<file path="config.mk">
export PLATFORM = sky130hd
export DESIGN_NAME = rtfc_regs
export DESIGN_NICKNAME = d
export VERILOG_FILES = /design/src/logic/rtfc_pkg.sv /design/src/logic/rtfc_fifo.sv /design/src/logic/rtfc_regs.sv
export VERILOG_INCLUDE_DIRS = /design/src /design/src/logic
export SDC_FILE = /design/constraint.sdc
export NUM_CORES = 1
export LEC_CHECK = 0
export BUFFER_PORTS_ARGS = -buffer_cell sky130_fd_sc_hd__buf_4
export CAP_MARGIN = 20
export CORE_MARGIN = 10
export CORE_UTILIZATION = 54
export CTS_CLUSTER_DIAMETER = 100
export DETAILED_ROUTE_END_ITERATION = 8
export HOLD_SLACK_MARGIN = 0.15
export PLACE_DENSITY = 0.75
export SETUP_SLACK_MARGIN = 0.02
export SLEW_MARGIN = 5
export SYNTH_ARGS = -nofsm -noshare
export SYNTH_HDL_FRONTEND = slang
export SYNTH_SLANG_ARGS = --single-unit
</file>
<file path="constraint.sdc">
create_clock -name clk -period 5.95 [get_ports clk]
set_input_delay 0.595 -clock clk [delete_from_list [all_inputs] [get_ports clk]]
set_output_delay 0.595 -clock clk [all_outputs]
set_load 0.05 [all_outputs]
</file>
<file path="src/logic/rtfc_params.svh">
/*
 * constants of the radio command register block: command codes, reset words,
 * frequency word limits, band tuning figures and timing counts.
 * assumes a 20 MHz system clock; included by the main module only.
 */
`ifndef RTFC_PARAMS_SVH
`define RTFC_PARAMS_SVH

// ===
// clock and timing
`define RTFC_CLK_HZ        20000000
`define RTFC_ADJ_TIME_NS   1000
`define RTFC_ADJ_CYC       ((`RTFC_ADJ_TIME_NS * (`RTFC_CLK_HZ / 1000000) + 999) / 1000)
`define RTFC_BIT_DIV       20

// ===
// command codes (leading bits of a 16-bit frame)
`define RTFC_OP_STATUS     1'h0
`define RTFC_OP_AFA        8'hC4
`define RTFC_OP_TXCFG      7'h4C
`define RTFC_OP_TXBYTE     8'hB8
`define RTFC_OP_FREQ       4'hA
`define RTFC_OP_RXCTL      5'h12

// ===
// reset words
`define RTFC_RST_AFA       16'hC4F7
`define RTFC_RST_TXCFG     16'h9800
`define RTFC_RST_TXBYTE    16'hB8AA
`define RTFC_RST_FREQ      16'hA680
`define RTFC_RST_RXCTL     16'h9080

// ===
// frequency word limits and band figures
`define RTFC_WORD_MIN      12'h060
`define RTFC_WORD_MAX      12'hF3F
`define RTFC_BAND_433      2'h1
`define RTFC_BAND_868      2'h2
`define RTFC_BAND_916      2'h3
`define RTFC_STEP_433      13'h09C4
`define RTFC_STEP_868      13'h1388
`define RTFC_STEP_916      13'h1D4C
`define RTFC_BASE_433      32'h19A14780
`define RTFC_BASE_868      32'h33428F00
`define RTFC_BASE_916      32'h35A4E900
`define RTFC_DEV_STEP_KHZ  8'h0F
`define RTFC_PWR_STEP_DB   5'h03

`endif

</file>
<file path="src/logic/rtfc_pkg.sv">
/*
 * types of the radio command register block: register field layouts and
 * state enumerations.
 * assumes nothing beyond the constants header.
 */
package rtfc_pkg;

	// ===
	// register layouts
	typedef struct packed {
		logic [7:0] cmd;
		logic [1:0] auto_mode;
		logic [1:0] range_code;
		logic       adjust_sample_strobe;
		logic       fine_adjust_mode;
		logic       offset_apply_enable;
		logic       offset_calc_enable;
	} rtfc_afa_t;

	typedef struct packed {
		logic [6:0] cmd;
		logic       deviation_polarity_invert;
		logic [3:0] deviation_code;
		logic       unused;
		logic [2:0] tx_power_code;
	} rtfc_txcfg_t;

	typedef struct packed {
		logic [3:0]  cmd;
		logic [11:0] carrier_word;
	} rtfc_freq_t;

	typedef struct packed {
		logic [4:0] cmd;
		logic       pin16_function_select;
		logic [1:0] valid_data_response;
		logic [2:0] baseband_bw_code;
		logic [1:0] lna_gain_code;
		logic [2:0] signal_threshold_code;
	} rtfc_rxctl_t;

	// ===
	// states
	typedef enum logic [2:0] {FR_IDLE, FR_CMD, FR_STREAM, FR_STATUS, FR_DONE} rtfc_frame_t;
	typedef enum logic {AJ_IDLE, AJ_BUSY} rtfc_adj_t;

endpackage : rtfc_pkg

</file>
<file path="src/logic/rtfc_fifo.sv">
/*
 * small synchronous fifo with valid/ready on both sides; entries held in
 * flip-flops, head word read from the entry register.
 * assumes one clock and a synchronous active-low reset.
 */
`timescale 1ns/10ps
`default_nettype none

module rtfc_fifo #(
	parameter int WIDTH = 8,
	parameter int DEPTH = 8
) (
	input  wire logic             clk,
	input  wire logic             rstn,
	input  wire logic             in_valid,
	output logic                  in_ready,
	input  wire logic [WIDTH-1:0] in_data,
	output logic                  out_valid,
	input  wire logic             out_ready,
	output logic      [WIDTH-1:0] out_data
);

	localparam int AW = (DEPTH > 1) ? $clog2(DEPTH) : 1;

	logic [WIDTH-1:0] mem_r [DEPTH];
	logic [AW-1:0]    wr_r;
	logic [AW-1:0]    wr_nxt;
	logic [AW-1:0]    rd_r;
	logic [AW-1:0]    rd_nxt;
	logic [AW:0]      cnt_r;
	logic [AW:0]      cnt_nxt;
	logic             push;
	logic             pop;

	// honest full and empty from the fill count
	assign in_ready  = (cnt_r != (AW+1)'(DEPTH));
	assign out_valid = (cnt_r != '0);
	assign out_data  = mem_r[rd_r];
	assign push      = in_valid & in_ready;
	assign pop       = out_valid & out_ready;

	// pointer and count update
	always_comb begin
		wr_nxt  = wr_r;
		rd_nxt  = rd_r;
		cnt_nxt = cnt_r;
		if (push) begin
			wr_nxt = (wr_r == AW'(DEPTH-1)) ? '0 : AW'(wr_r + 1'b1);
		end
		if (pop) begin
			rd_nxt = (rd_r == AW'(DEPTH-1)) ? '0 : AW'(rd_r + 1'b1);
		end
		if (push && !pop) begin
			cnt_nxt = (AW+1)'(cnt_r + 1'b1);
		end else if (pop && !push) begin
			cnt_nxt = (AW+1)'(cnt_r - 1'b1);
		end
	end

	always_ff @(posedge clk) begin
		if (!rstn) begin
			wr_r  <= '0;
			rd_r  <= '0;
			cnt_r <= '0;
		end else begin
			wr_r  <= wr_nxt;
			rd_r  <= rd_nxt;
			cnt_r <= cnt_nxt;
		end
	end

	// entry storage, one register per word
	genvar gi;
	generate
		for (gi = 0; gi < DEPTH; gi++) begin : g_ent
			always_ff @(posedge clk) begin
				if (push && wr_r == AW'(gi)) begin
					mem_r[gi] <= in_data;
				end
			end
		end
	endgenerate

endmodule : rtfc_fifo

`default_nettype wire

</file>
<file path="src/logic/rtfc_regs.sv">
/*
 * serial command register bank of an fsk transceiver: frame decoding, status
 * read, frequency adjust unit, transmit configuration, transmit byte stream
 * through a fifo, carrier word with range check, receiver control.
 * assumes the serial pins come from another clock domain and are sampled by
 * clk (20 MHz); band, transmit enable and data register enable are same-domain.
 */
`timescale 1ns/10ps
`default_nettype none

`include "rtfc_params.svh"

// Contract
// RULE_01: writing the strobe bit one samples the signal and computes an offset.
// RULE_02: host clears the strobe bit before requesting another offset sample.
// RULE_03: fine mode doubles offset measurement time for higher accuracy.
// RULE_04: apply bit adds computed offset to synthesizer word; clear adds nothing.
// RULE_05: calculation bit enables offset computation; clear means no offset computed.
// RULE_06: tuning step is 2.5, 5 or 7.5 kHz for the three bands.
// RULE_07: transmit configuration command is 1001100, reset word 9800 hex.
// RULE_08: polarity clear maps zero to lower frequency; set inverts the mapping.
// RULE_09: deviation code n gives 15 times (n+1) kHz deviation.
// RULE_10: host writes zero into unused bit 3 of transmit configuration.
// RULE_11: power code n gives maximum power minus 3n dB.
// RULE_12: transmit byte command B8 loads a byte; reset word B8AA hex.
// RULE_13: without data register enable host modulates through the data pin.
// RULE_14: enabling transmitter sends register content at once, AA after reset.
// RULE_15: serial data output high means next transmit byte may be written.
// RULE_16: host should preload a preamble rather than rely on reset value.
// RULE_17: with select held low, each byte after the command loads transmit data.
// RULE_18: frequency command 1010 carries a 12-bit word; reset word A680 hex.
// RULE_19: frequency word outside 96 to 3903 is ignored, old word kept.
// RULE_20: carrier equals 10*B1*(B0+word/4000) MHz per band.
// RULE_21: receiver control command 10010, reset 9080 hex, holds receiver fields.
// RULE_22: frame starting with zero is a status read; writes start with one.
// RULE_23: transmit byte register used only when data register enable is set.
// RULE_24: commands decoded by leading bits; only the addressed register changes.
module rtfc_regs
	import rtfc_pkg::*;
#(
	parameter int ADJ_CYC    = `RTFC_ADJ_CYC,
	parameter int BIT_DIV    = `RTFC_BIT_DIV,
	parameter int FIFO_DEPTH = 8
) (
	input  wire logic                  clk,
	input  wire logic                  rstn,
	input  wire logic                  spi_sck,
	input  wire logic                  spi_cs_n,
	input  wire logic                  spi_sdi,
	output logic                       spi_sdo,
	input  wire logic                  tx_data_pin,
	input  wire logic                  tx_data_reg_enable,
	input  wire logic                  tx_enable,
	input  wire logic [1:0]            band_code,
	input  wire logic [4:0]            adj_meas_offset,
	output rtfc_pkg::rtfc_afa_t        afa_o,
	output rtfc_pkg::rtfc_txcfg_t      txcfg_o,
	output rtfc_pkg::rtfc_freq_t       freq_o,
	output rtfc_pkg::rtfc_rxctl_t      rxctl_o,
	output logic                       adj_busy_o,
	output logic [4:0]                 adj_offset_o,
	output logic [12:0]                synth_word_o,
	output logic [31:0]                carrier_hz_o,
	output logic [12:0]                step_hz_o,
	output logic [7:0]                 dev_khz_o,
	output logic [4:0]                 atten_db_o,
	output logic                       tx_active_o,
	output logic                       tx_freq_high_o
);

	localparam int AW = $clog2(2 * ADJ_CYC + 1);
	localparam int DW = (BIT_DIV > 1) ? $clog2(BIT_DIV) : 1;

	// ===
	// pin synchronisers
	logic [3:0] sy1_r;
	logic [3:0] sy2_r;
	logic       sck_d_r;
	logic       sck_rise;
	logic       sck_fall;
	logic       cs_n_s;
	logic       sdi_s;
	logic       pin_s;

	// two flops per pin, then edge detect on the second
	always_ff @(posedge clk) begin
		if (!rstn) begin
			sy1_r   <= 4'h4;
			sy2_r   <= 4'h4;
			sck_d_r <= 1'h0;
		end else begin
			sy1_r   <= {spi_sck, spi_cs_n, spi_sdi, tx_data_pin};
			sy2_r   <= sy1_r;
			sck_d_r <= sy2_r[3];
		end
	end

	assign sck_rise = sy2_r[3] & ~sck_d_r;
	assign sck_fall = ~sy2_r[3] & sck_d_r;
	assign cs_n_s   = sy2_r[2];
	assign sdi_s    = sy2_r[1];
	assign pin_s    = sy2_r[0];

	// ===
	// serial frame decoding and command registers
	rtfc_frame_t fr_r;
	rtfc_frame_t fr_nxt;
	logic [4:0]  cnt_r;
	logic [4:0]  cnt_nxt;
	logic [15:0] sh_r;
	logic [15:0] sh_nxt;
	logic [15:0] stat_r;
	logic [15:0] stat_nxt;
	rtfc_afa_t   afa_r;
	rtfc_afa_t   afa_nxt;
	rtfc_txcfg_t txcfg_r;
	rtfc_txcfg_t txcfg_nxt;
	rtfc_freq_t  freq_r;
	rtfc_freq_t  freq_nxt;
	rtfc_rxctl_t rxctl_r;
	rtfc_rxctl_t rxctl_nxt;
	logic        push;
	logic        push_ready;
	logic        adj_tog_r;
	logic [4:0]  adj_off_r;

	// shift on sck rise, decode at byte and word boundaries
	always_comb begin
		fr_nxt    = fr_r;
		cnt_nxt   = cnt_r;
		sh_nxt    = sh_r;
		stat_nxt  = stat_r;
		afa_nxt   = afa_r;
		txcfg_nxt = txcfg_r;
		freq_nxt  = freq_r;
		rxctl_nxt = rxctl_r;
		push      = 1'h0;
		if (cs_n_s) begin
			fr_nxt  = FR_IDLE;
			cnt_nxt = 5'h00;
		end else if (sck_rise) begin
			sh_nxt  = {sh_r[14:0], sdi_s};
			cnt_nxt = 5'(cnt_r + 1'b1);
			unique case (fr_r)
				FR_IDLE: begin
					if (sdi_s == `RTFC_OP_STATUS) begin // [RULE_22]
						fr_nxt   = FR_STATUS;
						stat_nxt = {10'h000, adj_tog_r, adj_off_r};
					end else begin
						fr_nxt = FR_CMD;
					end
				end
				FR_CMD: begin
					if (cnt_r == 5'h07 && sh_nxt[7:0] == `RTFC_OP_TXBYTE) begin // [RULE_12]
						fr_nxt  = FR_STREAM;
						cnt_nxt = 5'h00;
					end else if (cnt_r == 5'h0F) begin
						fr_nxt = FR_DONE;
						if (sh_nxt[15:8] == `RTFC_OP_AFA) begin // [RULE_24]
							afa_nxt = sh_nxt;
						end else if (sh_nxt[15:9] == `RTFC_OP_TXCFG) begin // [RULE_07]
							txcfg_nxt = sh_nxt;
						end else if (sh_nxt[15:12] == `RTFC_OP_FREQ) begin // [RULE_18]
							if (sh_nxt[11:0] >= `RTFC_WORD_MIN && sh_nxt[11:0] <= `RTFC_WORD_MAX) begin
								freq_nxt = sh_nxt; // [RULE_19]
							end
						end else if (sh_nxt[15:11] == `RTFC_OP_RXCTL) begin // [RULE_21]
							rxctl_nxt = sh_nxt;
						end
					end
				end
				FR_STREAM: begin
					if (cnt_r == 5'h07) begin // [RULE_17]
						push    = 1'h1;
						cnt_nxt = 5'h00;
					end
				end
				FR_STATUS, FR_DONE: begin
					cnt_nxt = (cnt_r == 5'h1F) ? cnt_r : 5'(cnt_r + 1'b1);
				end
			endcase
		end else if (sck_fall && fr_r == FR_STATUS && cnt_r >= 5'h02) begin
			stat_nxt = {stat_r[14:0], 1'h0};
		end
	end

	always_ff @(posedge clk) begin
		if (!rstn) begin
			fr_r    <= FR_IDLE;
			cnt_r   <= 5'h00;
			sh_r    <= 16'h0000;
			stat_r  <= 16'h0000;
			afa_r   <= `RTFC_RST_AFA;
			txcfg_r <= `RTFC_RST_TXCFG; // [RULE_07]
			freq_r  <= `RTFC_RST_FREQ; // [RULE_18]
			rxctl_r <= `RTFC_RST_RXCTL; // [RULE_21]
		end else begin
			fr_r    <= fr_nxt;
			cnt_r   <= cnt_nxt;
			sh_r    <= sh_nxt;
			stat_r  <= stat_nxt;
			afa_r   <= afa_nxt;
			txcfg_r <= txcfg_nxt;
			freq_r  <= freq_nxt;
			rxctl_r <= rxctl_nxt;
		end
	end

	// status bits during a status read, otherwise the fifo room flag while selected
	assign spi_sdo = (fr_r == FR_STATUS) ? stat_r[15] : (~cs_n_s & push_ready); // [RULE_15]
	assign afa_o   = afa_r;
	assign txcfg_o = txcfg_r;
	assign freq_o  = freq_r;
	assign rxctl_o = rxctl_r;

	// ===
	// frequency adjust unit
	rtfc_adj_t   adj_r;
	rtfc_adj_t   adj_nxt;
	logic [AW-1:0] adj_cnt_r;
	logic [AW-1:0] adj_cnt_nxt;
	logic [4:0]  adj_off_nxt;
	logic        adj_tog_nxt;
	logic        adjust_sample_strobe_d_r;
	logic        adjust_sample_strobe_rise;

	// only a fresh strobe starts a sample; a held one does not repeat
	assign adjust_sample_strobe_rise = afa_r.adjust_sample_strobe & ~adjust_sample_strobe_d_r; // [RULE_02]

	// measurement timer and offset capture
	always_comb begin
		adj_nxt     = adj_r;
		adj_cnt_nxt = adj_cnt_r;
		adj_off_nxt = adj_off_r;
		adj_tog_nxt = adj_tog_r;
		unique case (adj_r)
			AJ_IDLE: begin
				if (adjust_sample_strobe_rise && afa_r.offset_calc_enable) begin // [RULE_01] [RULE_05]
					adj_nxt     = AJ_BUSY;
					adj_cnt_nxt = afa_r.fine_adjust_mode ? AW'(2 * ADJ_CYC - 1) : AW'(ADJ_CYC - 1); // [RULE_03]
				end
			end
			AJ_BUSY: begin
				if (!afa_r.offset_calc_enable) begin // [RULE_05]
					adj_nxt = AJ_IDLE;
				end else if (adj_cnt_r == '0) begin
					adj_nxt     = AJ_IDLE;
					adj_off_nxt = adj_meas_offset; // [RULE_01]
					adj_tog_nxt = ~adj_tog_r;
				end else begin
					adj_cnt_nxt = AW'(adj_cnt_r - 1'b1);
				end
			end
		endcase
	end

	always_ff @(posedge clk) begin
		if (!rstn) begin
			adj_r     <= AJ_IDLE;
			adj_cnt_r <= '0;
			adj_off_r <= 5'h00;
			adj_tog_r <= 1'h0;
			adjust_sample_strobe_d_r  <= 1'h0;
		end else begin
			adj_r     <= adj_nxt;
			adj_cnt_r <= adj_cnt_nxt;
			adj_off_r <= adj_off_nxt;
			adj_tog_r <= adj_tog_nxt;
			adjust_sample_strobe_d_r  <= afa_r.adjust_sample_strobe;
		end
	end

	assign adj_busy_o   = (adj_r == AJ_BUSY);
	assign adj_offset_o = adj_off_r;

	// ===
	// tuning and transmit figures
	logic [12:0] step_nxt;
	logic [31:0] base_nxt;
	logic [12:0] synth_nxt;

	// band step and base, offset applied to the synthesizer word
	always_comb begin
		unique case (band_code)
			`RTFC_BAND_433: begin
				step_nxt = `RTFC_STEP_433; // [RULE_06]
				base_nxt = `RTFC_BASE_433; // [RULE_20]
			end
			`RTFC_BAND_868: begin
				step_nxt = `RTFC_STEP_868; // [RULE_06]
				base_nxt = `RTFC_BASE_868; // [RULE_20]
			end
			`RTFC_BAND_916: begin
				step_nxt = `RTFC_STEP_916; // [RULE_06]
				base_nxt = `RTFC_BASE_916; // [RULE_20]
			end
			default: begin
				step_nxt = 13'h0000;
				base_nxt = 32'h00000000;
			end
		endcase
		synth_nxt = {1'h0, freq_r.carrier_word};
		if (afa_r.offset_apply_enable) begin // [RULE_04]
			synth_nxt = 13'(synth_nxt + {{8{adj_off_r[4]}}, adj_off_r});
		end
	end

	always_ff @(posedge clk) begin
		if (!rstn) begin
			step_hz_o    <= 13'h0000;
			carrier_hz_o <= 32'h00000000;
			synth_word_o <= 13'h0000;
			dev_khz_o    <= 8'h00;
			atten_db_o   <= 5'h00;
		end else begin
			step_hz_o    <= step_nxt;
			carrier_hz_o <= 32'(base_nxt + 32'(step_nxt * freq_r.carrier_word)); // [RULE_20]
			synth_word_o <= synth_nxt;
			dev_khz_o    <= 8'(`RTFC_DEV_STEP_KHZ * (txcfg_r.deviation_code + 8'h01)); // [RULE_09]
			atten_db_o   <= 5'(`RTFC_PWR_STEP_DB * txcfg_r.tx_power_code); // [RULE_11]
		end
	end

	// ===
	// transmit byte path
	logic          fifo_valid;
	logic          pop;
	logic [7:0]    fifo_data;
	logic [7:0]    txb_r;
	logic [7:0]    txb_nxt;
	logic [2:0]    idx_r;
	logic [2:0]    idx_nxt;
	logic [DW-1:0] div_r;
	logic [DW-1:0] div_nxt;
	logic          run;
	logic          tick;
	logic          mod_bit;

	rtfc_fifo #(
		.WIDTH (8),
		.DEPTH (FIFO_DEPTH)
	) u_fifo (
		.clk       (clk),
		.rstn      (rstn),
		.in_valid  (push),
		.in_ready  (push_ready),
		.in_data   (sh_nxt[7:0]),
		.out_valid (fifo_valid),
		.out_ready (pop),
		.out_data  (fifo_data)
	);

	assign run  = tx_enable & tx_data_reg_enable; // [RULE_23]
	assign tick = run && div_r == DW'(BIT_DIV - 1);
	// preload while idle, refill after the last bit of a byte
	assign pop  = fifo_valid & (~run | (tick & idx_r == 3'h7));

	// bit timer and byte serialiser, msb first
	always_comb begin
		txb_nxt = txb_r;
		idx_nxt = idx_r;
		div_nxt = div_r;
		if (!run) begin
			idx_nxt = 3'h0; // [RULE_14]
			div_nxt = '0;
		end else if (tick) begin
			div_nxt = '0;
			idx_nxt = 3'(idx_r + 1'b1);
		end else begin
			div_nxt = DW'(div_r + 1'b1);
		end
		if (pop) begin
			txb_nxt = fifo_data; // [RULE_12]
		end
	end

	always_ff @(posedge clk) begin
		if (!rstn) begin
			txb_r <= 8'(`RTFC_RST_TXBYTE & 16'h00FF); // [RULE_14]
			idx_r <= 3'h0;
			div_r <= '0;
		end else begin
			txb_r <= txb_nxt;
			idx_r <= idx_nxt;
			div_r <= div_nxt;
		end
	end

	// register bit or the synchronised data pin, then polarity
	assign mod_bit = tx_data_reg_enable ? txb_r[3'h7 - idx_r] : pin_s; // [RULE_23]

	always_ff @(posedge clk) begin
		if (!rstn) begin
			tx_active_o    <= 1'h0;
			tx_freq_high_o <= 1'h0;
		end else begin
			tx_active_o    <= tx_enable;
			tx_freq_high_o <= mod_bit ^ txcfg_r.deviation_polarity_invert; // [RULE_08]
		end
	end

endmodule : rtfc_regs

`default_nettype wire

</file>
==> metrics.md <==
| Metric | Value |
|---|---|
| Achievable Freq | `179.2 MHz` |
| Synth Flop Type | `dfxtp_1` |
| Leakage power | `8.792 nW` |
| Setup bufs post-CTS | `0` |
| PortBufs | `151` |
| Max-Cap Viols | `0` |
| Final HPWL DP | `29.03 mm` |
| Post-synthesis sequential area ratio | `0.3976` |
| Final worst clock skew | `0.01803 ns` |
| WL met2 | `19.17 mm` |
| Fin. max-slew vios | `0` |
| Depth of the worst hold-timing path | `2` |
| CP Capture Type | `flip-flop` |
| Vias in the first global route | `11900` |
| Synthesized instance count | `1537` |
| Vias after detailed routing | `11640` |
| Die X | `190.3 µm` |
| DRC Markers | `0` |
| Area share of fa/ha/maj cells after synthesis | `0.2137` |
| Mapped Avg Cell Area | `10.19 µm²` |
| Post-synth EDFFs | `64` |
| WP data arrival | `6.04 ns` |
| Met1 WL | `17.00 mm` |
| WL per Instance | `18.61 µm` |
| Gr ovfl total | `0` |
| Power Dens Cells | `296.7 mW/mm²` |
| Synth cell types | `66` |
| Synth top area cells | `dfxtp_1, edfxtp_1, fa_1` |
| DP Area | `0.01760 mm²` |
| Outcome | `finished, final reports clean` |
| Antenna violations before repair | `0` |
| Die area | `0.03621 mm²` |
| Placer Congestion | `0.9341` |
| Clock Tree Root | `clkbuf_16` |
| WL final | `39.82 mm` |
| R2R depth | `18` |
| Core area | `0.02863 mm²` |
| Total power | `0.005575 W` |
| Synth Cell Area | `0.01566 mm²` |
| Layout Nets | `1961` |
| CTS tree | `done` |
| Metal3 WL | `2.648 mm` |
| H-tree depth | `1` |
| Synth area leader | `dfxtp_1` |
| Global-route wire length before repair | `64.16 mm` |
| Die height | `190.3 µm` |
| Pre-CTS setup slack | `-0.2127 ns` |
| Overall Global Routing Usage | `0.2185` |
| Sink Count | `279` |
| Most common cell after layout, fill and taps aside | `buf_4` |
| Min-delay worst type | `primary input to flip-flop` |
| Yosys top cell area share | `0.2749` |
| Unrepaired setup endpoints after global routing | `no` |
| ANT cells | `0` |
| Final period util | `0.9380` |
| Simple logic cell fraction of the synthesized area | `0.1557` |
| Period minus WS final | `5.581 ns` |
| Drt first pass iters | `5` |
| Worst-Skew Late Latency | `0.59 ns` |
| Crit-path slowest cell | `or4b_2` |
| Initial DRC Count | `771` |
| #FFs+latches synth | `279` |
| Num CTS Buffers | `30` |
| Asr flop ratio synth | `0` |
| Post-route setup slack | `0.3691 ns` |
| CTS Buffer Depth | `3` |
| Maximum VDD drop | `0.0004074 V` |
| Yosys warnings | `0` |
| Crit-path max FO | `11` |
| Initial core utilization | `0.5470` |
| Largest net degree at the start of global routing | `88` |
| Via density | `5.438` |
| Worst-margin pin slew | `1.019 ns` |
| Final hold vios | `0` |
| Synth Area in XOR/XNOR | `0.02125` |
| Critical path data required time | `6.41 ns` |
| Startpoint types | `primary input` |
| Complex-gate fraction of the synthesized area | `0.07663` |
| CTS resizes | `0` |
| Hold_buf cts | `0` |
| Fillcell total | `2206` |
| WS Path Type | `primary input to flip-flop` |
| Post-synthesis mux area share | `0.07343` |
| Placed Cells | `2084` |
| Routed Antenna Nets | `0` |
| Rel. slew slack | `0.3197` |
| Critical path, cell by cell | `buf_4 -> inv_1 -> ha_2 -> nor2_2 -> inv_1 -> nand2_1 -> fa_1 -> inv_1 -> fa_1 -> fa_1 -> fa_1 -> inv_1 -> fa_1 -> inv_1 -> ha_1 -> a21oi_1 -> o21ai_0 -> a21boi_0 -> o21ai_2 -> nand4_1 -> or4b_2` |
| Area grow syn2layout | `20.01%` |
| Commonest cells after routing, fill and taps aside | `buf_4, dfxtp_1, inv_1, nor2_1, nand2_1` |
| Top sig layer | `met4` |
| Largest family of logic cells by synthesized area | `adder cells` |
| Setup violators final | `0` |
| Final Non-Filler Cells | `2140` |
| Core Rows | `62` |
| Share of post-route cells with drive strength above 1 | `0.1896` |
| Post-route cell area | `0.01879 mm²` |
| # IOs | `159` |
| Hold_ws | `0.1990 ns` |
| Reg clk slew, reported paths | `0.07 ns` |
| CP max stage delay | `0.58 ns` |
-- state kept, by name (all words and copies together), names as in the netlist, 4 cells and up --
signal / count
carrier_hz_o: 29
freq_o: 16
dev_khz_o: 8
u_fifo.mem_r: 64
afa_o: 16
u_fifo.cnt_r: 4
txb_r: 8
step_hz_o: 6
cnt_r: 5
sh_r: 15
stat_r: 16
rxctl_o: 16
synth_word_o: 13
div_r: 5
adj_offset_o: 5
atten_db_o: 5
sy1_r: 4
txcfg_o: 16
adj_cnt_r: 6
sy2_r: 4
-- routing by layer --
metal	vias up	GRT usage
met1	5690	0.2846
met3	64	0.03969
met4	0	0.06360
li1	5534	-
met5	-	0
met2	350	0.3642
-- synthesized netlist by cell type (29+ instances only) --
| cell type | count |
|---|---|
| inv_1 | 168 |
| ha_1 | 125 |
| mux2i_1 | 71 |
| dfxtp_1 | 215 |
| fa_1 | 89 |
| o21ai_0 | 29 |
| edfxtp_1 | 64 |
| nor2_1 | 139 |
| and2_1 | 61 |
| a21oi_1 | 66 |
| nand2_1 | 129 |
| clkbuf_1 | 44 |
-- worst max-delay path, delay by kind of cell --
| kind | cells | cell delay, ns |
|---|---|---|
| simple gates | 4 | 0.91 |
| fa+ha+maj | 7 | 3.12 |
| buf+inv | 6 | 0.69 |
| compound gates | 4 | 0.70 |
-- through the flow --
step | util | setup TNS (ns)
3_5_place_dp | 0.6149 | -0.9823
6_report | 0.6565 | 0
3_3_place_gp | 0.6149 | 0
2_1_floorplan | - | 0
5_1_grt | 0.6565 | 0
4_1_cts | 0.6565 | 0
-- where the power goes --
part | total [W] | switching (W) | leakage, nW | internal [W]
clock | 0.00218 | 0.000830 | 0.565 | 0.00135
sequential | 0.00208 | 0.0000653 | 2.34 | 0.00202
combinational | 0.00131 | 0.000747 | 5.89 | 0.000562
total | 0.00557 | 0.00164 | 8.79 | 0.00393
-- final timing paths --
kind / startpoint / to / slack (ns)
worst max-delay path: band_code[1] / carrier_hz_o[20] / 0.37
worst min-delay path: spi_cs_n / sy1_r[2] / 0.20
worst max register to register: freq_o[2] / carrier_hz_o[20] / 0.61
worst min register to register: sy1_r[2] / sy2_r[2] / 0.41
-- kinds of logic after synthesis --
kind of cell | count (synthesis)
other | 1
flip-flops | 279
AND/OR/NAND/NOR | 488
AO/OA/AOI/OAI | 187
multiplexers | 92
XOR/XNOR | 38
adder cells (fa/ha/maj) | 214
buffers and inverters | 238
-- final cells by class --
| class | count | area, µm² | area share |
|---|---|---|---|
| timing repair buffer | 227 | 1717 | 0.09135 |
| clock inverter | 22 | 372.9 | 0.01984 |
| inverter | 168 | 633.1 | 0.03369 |
| tap | 384 | 480.5 | 0.02557 |
| multi-input combinational | 1026 | 8544 | 0.4547 |
| sequential | 279 | 6226 | 0.3313 |
| clock buffer | 34 | 818.3 | 0.04354 |
Power figures use the tool's default switching activity.
